**src/core/crc_monitor_pkg.sv**
```systemverilog
// constants shared by the configuration memory error checker
package crc_monitor_pkg;
    localparam int osc_freq_mhz = 100;
    localparam int div_exp_min = 1;
    localparam int div_exp_max = 8;
    localparam logic [3:0] div_exp_reset = 4'h1;
    localparam int flag_low_cycles = 32;
    localparam int frame_words = 16;
    localparam int frame_count = 8;
    localparam logic [15:0] crc_poly = 16'h1021;
    localparam logic [15:0] crc_seed = 16'hFFFF;
    localparam int msg_width = 46;
    localparam int msg_syn_lsb = 0;
    localparam int msg_loc_lsb = 16;
    localparam int msg_type_lsb = 44;
    localparam logic [1:0] err_none = 2'h0;
    localparam logic [1:0] err_single = 2'h1;
    localparam logic [1:0] err_double_adj = 2'h2;
    localparam logic [1:0] err_other = 2'h3;
    typedef enum logic [2:0]
    {
        st_check = 3'b000,
        st_search = 3'b001,
        st_report = 3'b010,
        st_flag = 3'b011,
        st_quiet = 3'b100
    } state_type;
endpackage : crc_monitor_pkg

```
**src/core/config_memory_crc_error_reporting.sv**
```systemverilog
// frame crc checker with error search, message register and error flag
`timescale 1ns/1ns
// Functional notes
// flag rises after search and message update
// flag then low at least 32 slow cycles
// next error: flag after message overwritten
// system unloads message on flag rising edge
// checking runs continuously until reset
// slow clock is oscillator over two power n
// divisor only powers of two, 2 to 256
// crc computed one word per slow tick
// each error overwrites the message register
// system reads each report before next update
// a pass covers first frame to last
// system pulses reconfig request to recover
// flag follows non-zero syndrome of frame
// message holds type, location, syndrome, 46 bits
// update copies follow message, gated by enable
// checking continues after finding an error
// fixed 16-bit crc polynomial for every frame
module config_memory_crc_error_reporting
    import crc_monitor_pkg::*;
#(
    parameter int words = frame_words,
    parameter int frames = frame_count
)
(
    input wire logic clock,
    input wire logic rst,
    input wire logic [3:0] div_exp,
    input wire logic frame_start,
    input wire logic [15:0] frame_word,
    input wire logic [15:0] frame_crc,
    input wire logic user_sample_en,
    output logic soft_error,
    output logic [msg_width-1:0] error_message,
    output logic [msg_width-1:0] user_update,
    output logic [15:0] frame_index,
    output logic [15:0] pass_count
);
    logic [3:0] exp_held;
    logic [7:0] div_count;
    logic tick;
    logic [15:0] crc;
    logic [15:0] next_crc;
    logic [15:0] syndrome;
    logic [15:0] word_index;
    logic [15:0] search_pos;
    logic [5:0] quiet_count;
    logic msg_valid;
    state_type state;
    logic [7:0] div_limit;

    // out-of-range divisor exponents are ignored, keeping the held one, so only 2..256 can be produced
    always_ff @(posedge clock)
    begin
        if (rst)
        begin
            exp_held <= div_exp_reset;
        end
        else if (div_exp >= 4'(div_exp_min) && div_exp <= 4'(div_exp_max))
        begin
            exp_held <= div_exp;
        end
    end

    assign div_limit = 8'((9'h001 << exp_held) - 9'h001);

    // clock is the oscillator; tick is the divided checking rate
    always_ff @(posedge clock)
    begin
        if (rst)
        begin
            div_count <= 8'h00;
        end
        else if (div_count >= div_limit)
        begin
            div_count <= 8'h00;
        end
        else
        begin
            div_count <= div_count + 8'h01;
        end
    end

    assign tick = (div_count >= div_limit);

    crc16_step #(.width(16)) step
    (
        .crc_in(crc),
        .data(frame_word),
        .crc_out(next_crc)
    );

    // per-frame crc; never halts on errors, only rst stops it
    always_ff @(posedge clock)
    begin
        if (rst)
        begin
            crc <= crc_seed;
            word_index <= 16'h0000;
            frame_index <= 16'h0000;
            pass_count <= 16'h0000;
            syndrome <= 16'h0000;
        end
        else if (tick)
        begin
            if (frame_start || word_index == 16'(words))
            begin
                crc <= crc_seed;
                word_index <= 16'h0000;
                if (word_index == 16'(words))
                begin
                    syndrome <= crc ^ frame_crc;
                    if (frame_index == 16'(frames - 1))
                    begin
                        frame_index <= 16'h0000;
                        pass_count <= pass_count + 16'h0001;
                    end
                    else
                    begin
                        frame_index <= frame_index + 16'h0001;
                    end
                end
            end
            else
            begin
                crc <= next_crc;
                word_index <= word_index + 16'h0001;
            end
        end
    end

    // report sequencer: search, write message, flag, enforced quiet time
    always_ff @(posedge clock)
    begin
        if (rst)
        begin
            state <= st_check;
            search_pos <= 16'h0000;
            quiet_count <= 6'h00;
            soft_error <= 1'b0;
            error_message <= '0;
            msg_valid <= 1'b0;
        end
        else if (tick)
        begin
            msg_valid <= 1'b0;
            unique case (state)
                st_check:
                begin
                    if (syndrome != 16'h0000 && word_index == 16'h0000)
                    begin
                        state <= st_search;
                        search_pos <= 16'h0000;
                    end
                end
                st_search:
                begin
                    // location search walks the syndrome bits one per tick
                    if (search_pos == 16'h000F)
                    begin
                        state <= st_report;
                    end
                    else
                    begin
                        search_pos <= search_pos + 16'h0001;
                    end
                end
                st_report:
                begin
                    error_message <= {classify(syndrome), frame_index, 12'h000,
                        syndrome};
                    msg_valid <= 1'b1;
                    state <= st_flag;
                end
                st_flag:
                begin
                    soft_error <= 1'b1;
                    state <= st_quiet;
                    quiet_count <= 6'h00;
                end
                st_quiet:
                begin
                    soft_error <= 1'b0;
                    if (quiet_count == 6'(flag_low_cycles - 1))
                    begin
                        state <= st_check;
                    end
                    else
                    begin
                        quiet_count <= quiet_count + 6'h01;
                    end
                end
                default:
                begin
                    state <= st_check;
                end
            endcase
        end
    end

    // copy a cycle after the message is valid, held off while user samples
    always_ff @(posedge clock)
    begin
        if (rst)
        begin
            user_update <= '0;
        end
        else if (msg_valid && !user_sample_en)
        begin
            user_update <= error_message;
        end
    end

    function automatic logic [1:0] classify(input logic [15:0] s);
        logic [1:0] t;
        t = err_other;
        if (s == 16'h0000)
        begin
            t = err_none;
        end
        else if ((s & (s - 16'h0001)) == 16'h0000)
        begin
            t = err_single;
        end
        else if ((s & (s - 16'h0001) & (s - 16'h0001 - (s & ~(s - 16'h0001)))) == 16'h0000)
        begin
            t = err_double_adj;
        end
        return t;
    endfunction : classify
endmodule : config_memory_crc_error_reporting

```
**src/core/crc16_step.sv**
```systemverilog
// one word step of the frame crc, msb first
`timescale 1ns/1ns
module crc16_step
    import crc_monitor_pkg::*;
#(
    parameter int width = 16
)
(
    input wire logic [15:0] crc_in,
    input wire logic [width-1:0] data,
    output logic [15:0] crc_out
);
    always_comb
    begin
        crc_out = crc_in;
        for (int i = width - 1; i >= 0; i--)
        begin
            if (crc_out[15] ^ data[i])
            begin
                crc_out = {crc_out[14:0], 1'b0} ^ crc_poly;
            end
            else
            begin
                crc_out = {crc_out[14:0], 1'b0};
            end
        end
    end
endmodule : crc16_step

```
**config.mk**
```make
export PLATFORM = sky130hd
export DESIGN_NAME = config_memory_crc_error_reporting
export DESIGN_NICKNAME = d
export VERILOG_FILES = /design/src/core/crc_monitor_pkg.sv /design/src/core/config_memory_crc_error_reporting.sv /design/src/core/crc16_step.sv
export SDC_FILE = /design/constraint.sdc
export NUM_CORES = 1
export LEC_CHECK = 0
export ABC_AREA = 1
export BUFFER_PORTS_ARGS = -buffer_cell sky130_fd_sc_hd__buf_2
export CORE_MARGIN = 2
export CORE_UTILIZATION = 62
export CTS_CLUSTER_DIAMETER = 50
export DETAILED_ROUTE_END_ITERATION = 10
export HOLD_SLACK_MARGIN = 0.05
export PLACE_DENSITY = 0.86
export SYNTH_ARGS = -nofsm -noshare
export SYNTH_HDL_FRONTEND = slang
export SYNTH_HIERARCHICAL = 1
export SYNTH_SLANG_ARGS = --single-unit
```
**constraint.sdc**
```tcl
create_clock -name clock -period 8.8 [get_ports clock]
set_clock_uncertainty 0.2 [all_clocks]
set_input_delay 0.44 -clock clock [delete_from_list [all_inputs] [get_ports clock]]
set_output_delay 0.44 -clock clock [all_outputs]
set_load 0.02 [all_outputs]
```
-- Yosys cells after proc, flatten, opt, wreduce, memory -nomap -nowiden
Index checks and enable logic that the tools add are counted.
- flip-flop bits (word level): 187
- input bits: 40
- output and inout port bits: 125
- logic and storage cells: 131
- add/subtract/negate cells: 9
- magnitude comparators: 3
- eq/ne operators: 13
- shift operators: 1
- multiplexer cells: 33
- bitwise operators: 37
- reductions and logical operators: 21
- operators by type and width (kind ; count):
    13-bit 2-to-1 mux ; 16
    16-bit 2-to-1 mux ; 5
    16-bit by 1-bit adder with 16-bit output, second input constant ; 4
    16-bit logical NOT ; 4
    16-bit AND ; 3
    3-bit NOT ; 16
    16-bit one-hot mux with 2 select lines ; 1
    16-bit by 3-bit == test with 1-bit output, second input constant ; 1
    16-bit by 4-bit == test with 1-bit output, second input constant ; 1
    16-bit by 5-bit == test with 1-bit output, second input constant ; 1
    16-bit NOT ; 1
    16-bit nonzero test ; 1
    16-bit by 1-bit subtractor with 16-bit output, second input constant ; 1
    16-bit subtractor ; 1
    1-bit bitwise XOR ; 16
    16-bit bitwise XOR ; 1
    3-bit one-hot mux with 5 select lines ; 1
    6-bit one-hot mux with 2 select lines ; 1
    4-bit AND reduction ; 3
    2-bit inequality test, second input constant ; 5
    3-bit 2-to-1 mux ; 3
    8-bit by 1-bit adder with 8-bit output, second input constant ; 1
    8-bit >= comparator ; 1
    1-bit by 4-bit << shifter with 8-bit output, first input constant ; 1
    other kinds (20) ; 28

-- Logic depth before layout (Yosys ltp)
Gate-level depths: netlist of the first run.
- depth after elaboration: 33
- depth in mapped cells: 22
- gate-level depth less buffers: 22

-- Modules after synthesis
Netlist of the first run, hierarchy kept.
- modules (own cells, without submodules) (module ; times used ; cells an instance ; area an instance (µm²) ; sequential area each (µm²)):
    config_memory_crc_error_reporting ; 1 ; 1370 ; 9785.6 ; 3743.6
    crc16_step ; 1 ; 149 ; 800.8 ; 0.0

-- Worst setup path before layout of the first run
No wires, ideal clock.
- kind: register -> register
- from: register exp_held[3]
- to: register frame_index[13]
- setup time: 0.135 ns
- arrival: 2.457 ns
- slack: 6.008 ns
- cell stages (with the launch flop): 19
- buffers on the path: 0
- clock period less this slack: 2.792 ns
- path through: dfxtp_1 nor2_1 nand3_1 ha_1 nand2_1 and3_1 a31oi_1 ha_1 nand2_1 nor2_1 nand4_1 nand3_2 nand2_1 nor2_1 inv_1 nand2_2 inv_1 o21ai_0 a21oi_1
- cells in the longest elaborated chain, start to end: 4
- RTL lines (what ; line ; RTL):
    start, declared ; config_memory_crc_error_reporting.sv:41 ; logic [3:0] exp_held;
    start signal, assigned ; config_memory_crc_error_reporting.sv:59 ; exp_held <= div_exp_reset;
    start signal, assigned ; config_memory_crc_error_reporting.sv:63 ; exp_held <= div_exp;
    1-bit by 4-bit << shifter with 8-bit output ; config_memory_crc_error_reporting.sv:67 ; assign div_limit = 8'((9'h001 << exp_held) - 9'h001);
    8-bit by 1-bit subtractor with 8-bit output ; config_memory_crc_error_reporting.sv:67 ;
    8-bit >= comparator ; config_memory_crc_error_reporting.sv:86 ; assign tick = (div_count >= div_limit);
    3-bit AND reduction (no source line) ; -- ;
    end signal, assigned ; config_memory_crc_error_reporting.sv:122 ; frame_index <= frame_index + 16'h0001;
    end, declared ; config_memory_crc_error_reporting.sv:38 ; output logic [15:0] frame_index,
Every way passes these cells.
A chain may end at the register's enable or synchronous reset.

-- Worst setup path in the final report of the first run
- from: register exp_held[3]
- to: register word_index[6]
- cells in the longest elaborated chain, start to end: 3
- RTL lines (what ; line ; RTL):
    1-bit by 4-bit << shifter with 8-bit output ; config_memory_crc_error_reporting.sv:67 ;
    8-bit by 1-bit subtractor with 8-bit output ; config_memory_crc_error_reporting.sv:67 ;
    8-bit >= comparator ; config_memory_crc_error_reporting.sv:86 ;
    end signal, assigned ; config_memory_crc_error_reporting.sv:129 ; word_index <= word_index + 16'h0001;
    end, declared ; config_memory_crc_error_reporting.sv:47 ; logic [15:0] word_index;
Every way passes these cells.

==> out/qor.csv, run 1 <==
metric,value,unit
final slew viol count,0,
Post-Syn Instances,1519,
worst hold start,div_exp[1],
Async SR Flop Fraction,0,%
Worst Path Buf+Inv,2,
TritonCTS Buffers,17,
GR peak layer,met2,
CP max FO,32,
antenna violations before repair,0,
I/O pin count,165,
layout cells sized above 1,15.1,%
ANT nets after route,0,
CP Launch Type,register,
Worst R2R Setup Slack,4.03,ns
Routed WL,25900,um
total core area,16600,um^2
critical path type,reg2reg,
sw power,0.661,mW
WP data required,8.91,ns
CP peak stage delay,0.58,ns
DRC viols,0,
CTS tree,yes,
most frequent CP cell,nand2_1,
Clock Latency Late Sink,0.43,ns
final hold viol count,0,
first-pass GRT wire length,42300,um
slew at the pin with the worst max-slew slack,0.878,ns
H-tree level count,4,
Die Y-Extent,135,um
Pleak,5.64,nW
Period minus WS final,4.77,ns
largest net degree at the start of global routing,104,
Initial DRT Pass Iterations,5,
Final nets,1729,
Ys Warns,6,
worst r2r src,exp_held[3]$_SDFFE_PP0P_,
Port Buffer Count,140,
Clock Tree Buf Depth,2,
"Distinct cells, synth",56,
"slowest stage cell, crit path",clkinv_1,
worst vdd ir,145,uV
Hold Crit Class,in2reg,
met2 GRT Util,45.7,%
die area,18100,um^2
worst path cell trace,nor2_1 > nand2_1 > ha_1 > nand2_1 > and3_1 > a31oi_1 > ha_1 > nand2_1 > nor2_1 > nand4_1 > nand3_2 > clkinv_1 > nand2_1 > nand2_1 > inv_1 > nor3_1,
FMAX,210,MHz
Global Route Usage Sum,28.4,%
Antenna diodes,0,
worst path arrival time,4.88,ns
max_cap viols,0,
Initial Util,63.6,%
Comb pwr share,20.5,%
outcome,"finished, final reports clean",
Slew HR,41.5,%
PD cells,176,nW/um^2
post-layout util,71.5,%
"Reg clk slew, reported paths",0.07,ns
routability cong.,0.955,
dpl hpwl,19200,um
"EDFF count, synth",0,
Iteration-0 DRC Markers,719,
"delay-heaviest family, CP",simple AND/OR/NAND/NOR gates,
detailed-route via count,10100,
sw frac,31.5,%
vias per cell,5.41,
"Area growth, synth to finish",12.4,%
met1 Resource Use GR,39.3,%
Flop pwr share,43.6,%
setup_tns,0,ns
vias in the first global route,9054,
total internal power,1.44,mW
register area share after synthesis,35.4,%
num rows,47,
Avg WL per Cell,13.8,um
Tot Pwr,2.10,mW
grt ovf,0,
period utilization,54.2,%
crit path launch,exp_held[3]$_SDFFE_PP0P_,
clock power share,36.0,%
TritonCTS Sinks,187,
area of the mapped netlist,10600,um^2
final setup violation count,0,
unrepaired setup endpoints after global routing,no,
Synth Area per Inst,6.97,um^2
synthesized flop and latch total,187,
Die W,135,um
met3 Use GR,4.09,%
Synth Flop Type,dfxtp_1,
root buffer cell,clkbuf_16,
Min Hold Slack,0.0850,ns
Crit. End Element,register,
-- power groups by stage --
stage | sequential, mW | combinational, mW | clock [mW]
2_1_floorplan | 0.920 | 0.353 | 0
3_3_place_gp | 0.932 | 0.407 | 0
3_5_place_dp | 0.933 | 0.423 | 0
4_1_cts | 0.914 | 0.426 | 0.765
5_1_grt | 0.918 | 0.484 | 0.798
6_report | 0.915 | 0.430 | 0.755
-- worst reg2reg max path, cell delays in order, from the launching register on --
cell	delay, ns
dfxtp_1	0.33
nor2_1	0.27
nand2_1	0.15
ha_1	0.25
nand2_1	0.10
and3_1	0.15
a31oi_1	0.05
ha_1	0.28
nand2_1	0.06
nor2_1	0.15
nand4_1	0.12
nand3_2	0.44
clkinv_1	0.59
nand2_1	0.52
nand2_1	0.53
inv_1	0.39
nor3_1	0.08
-- flip-flops by register name (all words and copies together), names as in the netlist, 4 cells and up --
signal         count
error_message     34
frame_index       16
crc               16
div_count          8
user_update       34
pass_count        16
syndrome          16
exp_held           4
search_pos        16
quiet_count        6
word_index        16
-- path summary, 6_finish.rpt --
check / depth (start not counted) / endpoint
max: 16 / word_index[6]$_SDFFE_PP0P_
min: 3 / exp_held[1]$_SDFFE_PP0P_
max reg2reg: 16 / word_index[6]$_SDFFE_PP0P_
min reg2reg: 1 / div_count[0]$_SDFF_PP0_
-- repair_timing --
item / 4_1_cts / 5_1_grt
endpoints found under the hold margin: 1 / 0
resized for setup: 0 / 0
endpoints found under the setup margin: 0 / 0
hold buffers: 1 / 0
setup buffers: 0 / 0
-- per-stage QoR --
stage,instance area [um^2],instances,setup slack (ns)
6_report,11900,1874,4.03
3_5_place_dp,11300,1841,4.11
5_1_grt,11900,1874,3.57
3_3_place_gp,11300,1841,4.26
4_1_cts,11900,1874,4.08
2_1_floorplan,10700,1542,6.01
-- cell usage after synthesis (8+ instances only) --
cell type | number | area (um^2)
nand2_2 | 26 | 163
xnor2_1 | 15 | 131
o21ai_0 | 117 | 586
nor3_1 | 36 | 180
buf_4 | 25 | 188
nor4_1 | 8 | 50.1
a21oi_1 | 99 | 495
nor3b_1 | 8 | 60.1
clkbuf_1 | 31 | 116
inv_1 | 167 | 627
xor2_1 | 49 | 429
nand4_1 | 23 | 144
ha_1 | 48 | 601
a21oi_2 | 12 | 105
nand3_1 | 102 | 510
nand2_1 | 287 | 1080
dfxtp_1 | 187 | 3740
nor2_1 | 200 | 751
-- cell usage in the layout, fill, tap and decap left out, types with 2 or more instances in the layout --
cell / Yosys / final
nand2_1: 287 / 287
nor2_1: 200 / 199
dfxtp_1: 187 / 187
inv_1: 167 / 166
buf_2: 6 / 140
o21ai_0: 117 / 117
nand3_1: 102 / 102
a21oi_1: 99 / 99
xor2_1: 49 / 49
ha_1: 48 / 48
nor3_1: 36 / 36
nand2_2: 26 / 26
conb_1: 1 / 24
nand4_1: 23 / 23
clkbuf_16: 0 / 17
xnor2_1: 15 / 15
a21oi_2: 12 / 12
nor2_2: 7 / 8
nor4_1: 8 / 8
inv_2: 7 / 8
nor3b_1: 8 / 8
a211oi_1: 6 / 6
inv_6: 0 / 6
nand3b_1: 5 / 5
buf_4: 25 / 5
a31oi_1: 4 / 4
o21a_1: 3 / 3
clkinv_1: 3 / 3
clkinvlp_4: 0 / 3
and3_1: 2 / 2
nor3_2: 2 / 2
or2_2: 2 / 2
o21bai_1: 2 / 2
and2_1: 2 / 2
clkbuf_8: 0 / 2
xnor2_2: 2 / 2
nand2_4: 2 / 2
-- logic make-up after synthesis --
| group | count (synthesis) | share of synthesized area [%] |
|---|---|---|
| compound gates | 251 | 12.9 |
| xor+xnor | 67 | 5.76 |
| fa+ha+maj | 48 | 5.67 |
| buf+inv | 243 | 9.87 |
| flops | 187 | 35.4 |
| other cells | 1 | 0.0354 |
| simple gates | 722 | 30.4 |
-- layer usage --
layer | vias up | routed length [um]
met5 | - | 0
met2 | 363 | 11700
met4 | 0 | 586
li1 | 5130 | -
met1 | 4611 | 11700
met3 | 43 | 1880
-- layout make-up --
| class | count | area, um^2 |
|---|---|---|
| clock buffers | 19 | 453 |
| clock inverters | 13 | 130 |
| fillers | 1330 | 4740 |
| inverters | 177 | 664 |
| multi-input cells | 1112 | 5890 |
| flip-flops and latches | 187 | 3740 |
| well taps | 220 | 275 |
| repair buffers | 146 | 748 |
Power figures use the tool's default switching activity.
==> inputs of run 2 (changes only) <==
CORE_UTILIZATION = 52   (was 62)
PLACE_DENSITY = 0.77   (was 0.86)
clock period = 4.2 ns   (was 8.8 ns; I/O delays follow)
==> run 2 against run 1 <==
Against the previous run: flip-flop and latch count did not move; routed wire length fell by 2.1%; via count fell by 0.46%; die area rose by 19%; cell area rose by 2.7%; combinational power rose by 110%; register-to-register slack got worse by 3.5 ns; utilization fell by 11 points; critical path type unchanged; largest cell class unchanged.
==> out/qor.csv, run 2 (synthesis results as in run 1) <==
metric,value,unit,change
outcome,"finished, final reports clean",,
Port Buffer Count,140,,unchanged
final slew viol count,0,,unchanged
Hold Crit Class,in2reg,,
clock power share,35.8,%,-0.2 points
layout cells sized above 1,15.1,%,+0.047 points
Clock Tree Buf Depth,2,,unchanged
period utilization,88.3,%,+34 points
Routed WL,25300,um,-2.1%
critical path type,reg2reg,,
largest net degree at the start of global routing,62,,-40%
Iteration-0 DRC Markers,474,,-34%
Initial DRT Pass Iterations,5,,unchanged
die area,21500,um^2,+19%
Clock Latency Late Sink,0.43,ns,about the same
H-tree level count,4,,unchanged
worst hold start,frame_crc[14],,
I/O pin count,165,,unchanged
num rows,52,,+11%
unrepaired setup endpoints after global routing,no,,
TritonCTS Sinks,187,,unchanged
"slowest stage cell, crit path",nand2_1,,
# Post-CTS Setup Buffers,0,,unchanged
worst path cell trace,nor2_1 > nand3_1 > ha_1 > nand2_1 > and3_1 > a31oi_1 > ha_1 > nand2_1 > nor2_1 > nand4_1 > nand3_2 > nand2_1 > nor2_1 > buf_4 > inv_1 > nand2_2 > inv_1 > o21ai_0 > a21oi_1,,
"commonest non-fill, non-tap cell in the layout",nand2_1,,
Antenna diodes,0,,unchanged
Die W,147,um,+8.9%
total internal power,3.02,mW,+110%
setup_tns,0,ns,unchanged
sw power,1.38,mW,+110%
WHS Endpoint,syndrome[14]$_SDFFE_PP0P_,,
post-layout util,60.8,%,-11 points
sw frac,31.4,%,-0.051 points
worst path arrival time,3.88,ns,-1.00 ns
first-pass GRT wire length,42300,um,+0.13%
most frequent cells in the layout,"nand2_1, nor2_1, dfxtp_1",,
DRC viols,0,,unchanged
total core area,20100,um^2,+21%
ANT nets after route,0,,unchanged
dpl hpwl,19200,um,-0.18%
worst vdd ir,306,uV,+110%
CP max FO,12,,-63%
routability cong.,0.941,,-1.5%
CP peak stage delay,0.36,ns,-0.22 ns
Final nets,1757,,+1.6%
Worst R2R Setup Slack,0.49,ns,-3.54 ns
worst r2r src,exp_held[3]$_SDFFE_PP0P_,,
Pleak,5.76,nW,+2.2%
Die Y-Extent,147,um,+8.9%
"Area growth, synth to finish",15.5,%,
Largest regs,"error_message: 34 flops, user_update: 34 flops",,
R2R Path End,frame_index[13]$_SDFFE_PP0P_,,
vias per cell,5.17,,-4.4%
vias in the first global route,8924,,-1.4%
detailed-route via count,10100,,-0.46%
FMAX,270,MHz,+29%
Initial Util,52.7,%,-11 points
CTS tree,yes,,
Comb pwr share,20.7,%,+0.2 points
antenna violations before repair,0,,unchanged
final setup violation count,0,,unchanged
CP Launch Type,register,,
max_cap viols,0,,unchanged
Period minus WS final,3.71,ns,-1.06 ns
Flop pwr share,43.5,%,about the same
TritonCTS Buffers,17,,unchanged
Avg WL per Cell,13.0,um,-6.0%
cells on worst reg2reg path,19,,+3
PD cells,360,nW/um^2,+100%
"Reg clk slew, reported paths",0.07,ns,about the same
grt ovf,0,,unchanged
Global Route Usage Sum,23.5,%,-4.9 points
Crit. End Element,register,,
root buffer cell,clkbuf_16,,
slew at the pin with the worst max-slew slack,0.752,ns,-0.126 ns
final hold viol count,0,,unchanged
Hold Crit Depth,4,,+1
WP data required,4.37,ns,-4.54 ns
Slew HR,49.8,%,+8.3 points
[run 2: cell count changes in the layout (fill, tap and decap cells not counted), sizes merged]
cell         change
inv              +1
dlygate4sd3     +22
clkinv           +1
buf              +6
clkinvlp         -1
clkbuf           -1
[run 2: worst max-delay path: cells and delay by family (launching register included)]
family | cells | cell delay, ns
simple gates | 11 | 1.69
buf+inv | 3 | 0.60
fa+ha+maj | 2 | 0.53
flops | 1 | 0.33
compound gates | 3 | 0.30
[run 2: worst max-delay path by stage]
stage / cells after the start / startpoint / to / slack, ns
2_1_floorplan: 18 / exp_held[3]$_SDFFE_PP0P_ / frame_index[13]$_SDFFE_PP0P_ / 1.41
3_3_place_gp: 19 / exp_held[3]$_SDFFE_PP0P_ / frame_index[3]$_SDFFE_PP0P_ / 0.67
3_5_place_dp: 19 / exp_held[3]$_SDFFE_PP0P_ / frame_index[3]$_SDFFE_PP0P_ / 0.52
4_1_cts: 19 / exp_held[3]$_SDFFE_PP0P_ / frame_index[13]$_SDFFE_PP0P_ / 0.48
5_1_grt: 19 / exp_held[3]$_SDFFE_PP0P_ / frame_index[15]$_SDFFE_PP0P_ / 0.1
6_report: 19 / exp_held[3]$_SDFFE_PP0P_ / frame_index[13]$_SDFFE_PP0P_ / 0.49
[run 2: what timing repair did]
action	in CTS	in global routing
hold buffers	23	0
endpoints found under the hold margin	24	0
gates resized for setup	0	0
[run 2: per-stage QoR]
stage | power (mW) | setup WS, ns | cell area, um^2 | instances | hold WS [ns]
after floorplan | 2.67 | 1.41 | 10700 | 1542 | 0.134
after global placement | 2.81 | 0.672 | 11400 | 1897 | 0.252
after detailed placement | 2.84 | 0.524 | 11400 | 1897 | 0.263
after CTS | 4.42 | 0.477 | 12200 | 1952 | 0.0845
after global routing | 4.64 | 0.0983 | 12200 | 1952 | 0.114
final | 4.40 | 0.492 | 12200 | 1952 | 0.0841
[run 2: power by group through the flow]
stage                     clock (mW)  combinational, mW  sequential (mW)
after CTS                       1.60              0.905             1.91
final                           1.58              0.910             1.91
after floorplan                    0              0.739             1.93
after detailed placement           0              0.884             1.95
after global placement             0              0.863             1.95
after global routing            1.68               1.04             1.92
[run 2: area by class of cell]
class,count,area [um^2]
sequential,187,3740
clock buffer,18,429
multi-input combinational,1112,5890
inverter,177,664
timing repair buffer,174,1010
fill,1811,7880
clock inverter,14,151
tap,270,338
[run 2: layer usage]
metal  vias up  share of wire [%]  global-route usage [%]
li1       5183                  -                       -
met1      4567                 48                    33.4
met2       311                 44                    37.2
met3        39                5.6                    3.31
met4         0                1.8                    7.09
met5         -                  0                       0
==> inputs of run 3 (changes only) <==
SYNTH_HIERARCHICAL = not set   (was 1)
==> run 3 against run 2 <==
Against the previous run: routed wire length up 11%; power up 11%; cell area about the same; flip-flop and latch count unchanged; non-clock buffer count up 3; synthesized area down 1.0%; global-route usage up 2.8 points; worst setup slack worse by 0.012 ns; final cell count down 2.1%.
==> out/qor.csv, run 3 <==
metric,value,unit,change
outcome,"finished, final reports clean",,
final hold viol count,0,,unchanged
Crit. End Element,register,,
"Cell Area, Placed",11300,um^2,-1.0%
grt ovf,0,,unchanged
most common cell in the netlist,nand2_1,,
worst vdd ir,320,uV,+4.5%
Ys Warns,0,,-6
R2R Path End,frame_index[9]$_SDFFE_PP0P_,,
PD cells,397,nW/um^2,+10%
worst path arrival time,3.86,ns,-0.02 ns
Antenna diodes,0,,unchanged
sw power,1.64,mW,+19%
detailed-route via count,10200,,+1.4%
slew at the pin with the worst max-slew slack,0.647,ns,-0.105 ns
Flop pwr share,39.6,%,-3.9 points
synthesized flop and latch total,187,,unchanged
Synth Area per Inst,7.09,um^2,+1.7%
synth top area cells,"dfxtp_1, nand2_1, nor2_1",,
most frequent cells after synthesis,"nand2_1, nor2_1, dfxtp_1",,
register area share after synthesis,35.7,%,+0.37 points
critical path type,reg2reg,,
pre-CTS setup slack,0.447,ns,-0.0771 ns
ANT nets after route,0,,unchanged
Crit path depth,19,,unchanged
crit path to,frame_index[9]$_SDFFE_PP0P_,,
Worst R2R Setup Slack,0.48,ns,about the same
crit path launch,exp_held[3]$_SDFFE_PP0P_,,
# Post-CTS Setup Buffers,0,,unchanged
final setup violation count,0,,unchanged
Global Route Usage Sum,26.3,%,+2.8 points
total core area,19600,um^2,-2.6%
CP max FO,26,,+14
Die W,146,um,-0.50%
CP peak stage delay,0.37,ns,about the same
worst path cell trace,nor2_1 > nand2_1 > ha_1 > nand2_1 > xnor2_1 > nand2_1 > ha_1 > nand2_1 > nor2_1 > nand4_1 > nand3_2 > buf_4 > nand2_1 > inv_2 > nand2_2 > nand2_2 > inv_2 > o21ai_0 > a21oi_1,,
most frequent cells in the layout,"nand2_1, nor2_1, dfxtp_1",,
"Reg clk slew, reported paths",0.08,ns,about the same
Clock Latency Late Sink,0.45,ns,+0.02 ns
Final nets,1721,,-2.0%
dpl hpwl,20700,um,+7.8%
final instance area,12200,um^2,about the same
"delay-heaviest family, CP",simple AND/OR/NAND/NOR gates,,
sw frac,33.7,%,+2.3 points
most frequent CP cell,nand2_1,,
Async SR Flop Fraction,0,%,unchanged
"EDFF count, synth",0,,unchanged
footprint of the multi-input gates,5850,um^2,-0.60%
FMAX,269,MHz,-0.33%
Clock Tree Buf Depth,2,,unchanged
worst r2r src,exp_held[3]$_SDFFE_PP0P_,,
TritonCTS Sinks,187,,unchanged
fill count,1757,,-3.0%
cell accounting for the most synthesized area,dfxtp_1,,
Post-Syn Instances,1478,,-2.7%
Pleak,5.57,nW,-3.2%
final slew viol count,0,,unchanged
routability cong.,0.931,,-1.1%
"commonest non-fill, non-tap cell in the layout",nand2_1,,
Iteration-0 DRC Markers,741,,+56%
antenna violations before repair,0,,unchanged
vias per cell,5.36,,+3.5%
"Area growth, synth to finish",16.8,%,
die area,21300,um^2,-1.0%
Period minus WS final,3.72,ns,+0.0124 ns
Final WS setup,0.480,ns,-0.0124 ns
"slowest stage cell, crit path",dfxtp_1,,
Die Y-Extent,146,um,-0.50%
period utilization,88.6,%,+0.29 points
Worst Path Buf+Inv,3,,unchanged
setup_tns,0,ns,unchanged
Min Hold Slack,0.190,ns,+0.106 ns
Largest regs,"error_message: 34 flops, user_update: 34 flops",,
Synth Flop Type,dfxtp_1,,
H-tree level count,4,,unchanged
max_cap viols,0,,unchanged
"Distinct cells, synth",48,,-14%
total internal power,3.22,mW,+6.9%
DRC viols,0,,unchanged
Routed WL,28200,um,+11%
TritonCTS Buffers,17,,unchanged
Sequential Area,3740,um^2,unchanged
Comb pwr share,24.6,%,+3.9 points
I/O pin count,165,,unchanged
unrepaired setup endpoints after global routing,no,,
first-pass GRT wire length,46500,um,+9.9%
Avg WL per Cell,14.8,um,+14%
layout cells sized above 1,14.0,%,-1.1 points
Initial Util,53.5,%,+0.83 points
Hold Crit Class,in2reg,,
Port Buffer Count,140,,unchanged
num rows,51,,-1.9%
root buffer cell,clkbuf_16,,
largest net degree at the start of global routing,77,,+24%
WP data required,4.34,ns,-0.03 ns
area of the mapped netlist,10500,um^2,-1.0%
CTS tree,yes,,
CP Launch Type,register,,
Initial DRT Pass Iterations,6,,+1
Slew HR,56.9,%,+7.1 points
Yosys top cell area share,35.7,%,+0.37 points
clock power share,35.8,%,about the same
cells on worst reg2reg path,19,,unchanged
vias in the first global route,9404,,+5.4%
-- run 3: per-layer routing --
layer  track usage [%]  vias up  routed length [um]
li1                  -     5124                   -
met1              34.6     4728               12600
met2              43.8      334               13200
met3              3.82       52                1660
met4              10.1        0                 750
met5                 0        -                   0
-- run 3: how the worst min path moves through the flow --
stage,from,to,depth (start not counted)
CTS,user_sample_en,user_update[40]$_SDFFE_PP0P_,5
floorplan,div_exp[0],exp_held[0]$_SDFFE_PP1P_,2
global placement,div_exp[0],exp_held[0]$_SDFFE_PP1P_,3
finish,user_sample_en,user_update[12]$_SDFFE_PP0P_,5
global route,user_sample_en,user_update[34]$_SDFFE_PP0P_,5
detailed placement,div_exp[0],exp_held[0]$_SDFFE_PP1P_,3
-- run 3: area by class of cell --
cell class | instances | area share, %
repair buffers | 177 | 8.57
clock inverters | 15 | 1.83
inverters | 161 | 4.97
clock buffers | 17 | 3.48
multi-input cells | 1089 | 47.8
flip-flops and latches | 187 | 30.6
well taps | 265 | 2.71
-- run 3: per-stage QoR --
step           utilization [%]  total power, mW  cells
2_1_floorplan                -             2.88   1501
3_3_place_gp              57.7             3.07   1851
3_5_place_dp              57.7             3.11   1851
4_1_cts                   62.4             4.85   1911
5_1_grt                   62.4             5.08   1911
6_report                  62.4             4.86   1911
-- run 3: timing repair --
action	in CTS	in global routing
hold buffers	28	0
gates resized for setup	0	1
hold endpoints to repair	24	0
setup endpoints to repair	0	1
-- run 3: worst reg2reg max path, delay by kind of cell, from the launching register on --
family                     cells  cell delay [ns]
xor gates and xnor gates       1             0.12
adders and majority gates      2             0.49
DFF                            1             0.37
AOI/OAI and AO/OA              2             0.16
buffers and inverters          3             0.74
and+or+nand+nor               11             1.54
-- run 3: cell families after synthesis --
family / Yosys count / synth area share [%]
XOR/XNOR: 84 / 7.88
flip-flops: 187 / 35.7
AO/OA/AOI/OAI: 259 / 13.1
other: 1 / 0.0358
adder cells (fa/ha/maj): 48 / 5.73
buffers and inverters: 225 / 9.27
AND/OR/NAND/NOR: 674 / 28.2
-- run 3: power groups by stage --
stage	sequential (mW)	combinational (mW)	clock (mW)
2_1_floorplan	1.94	0.949	0
3_3_place_gp	1.96	1.11	0
3_5_place_dp	1.96	1.14	0
4_1_cts	1.92	1.17	1.76
5_1_grt	1.93	1.32	1.82
6_report	1.92	1.20	1.74
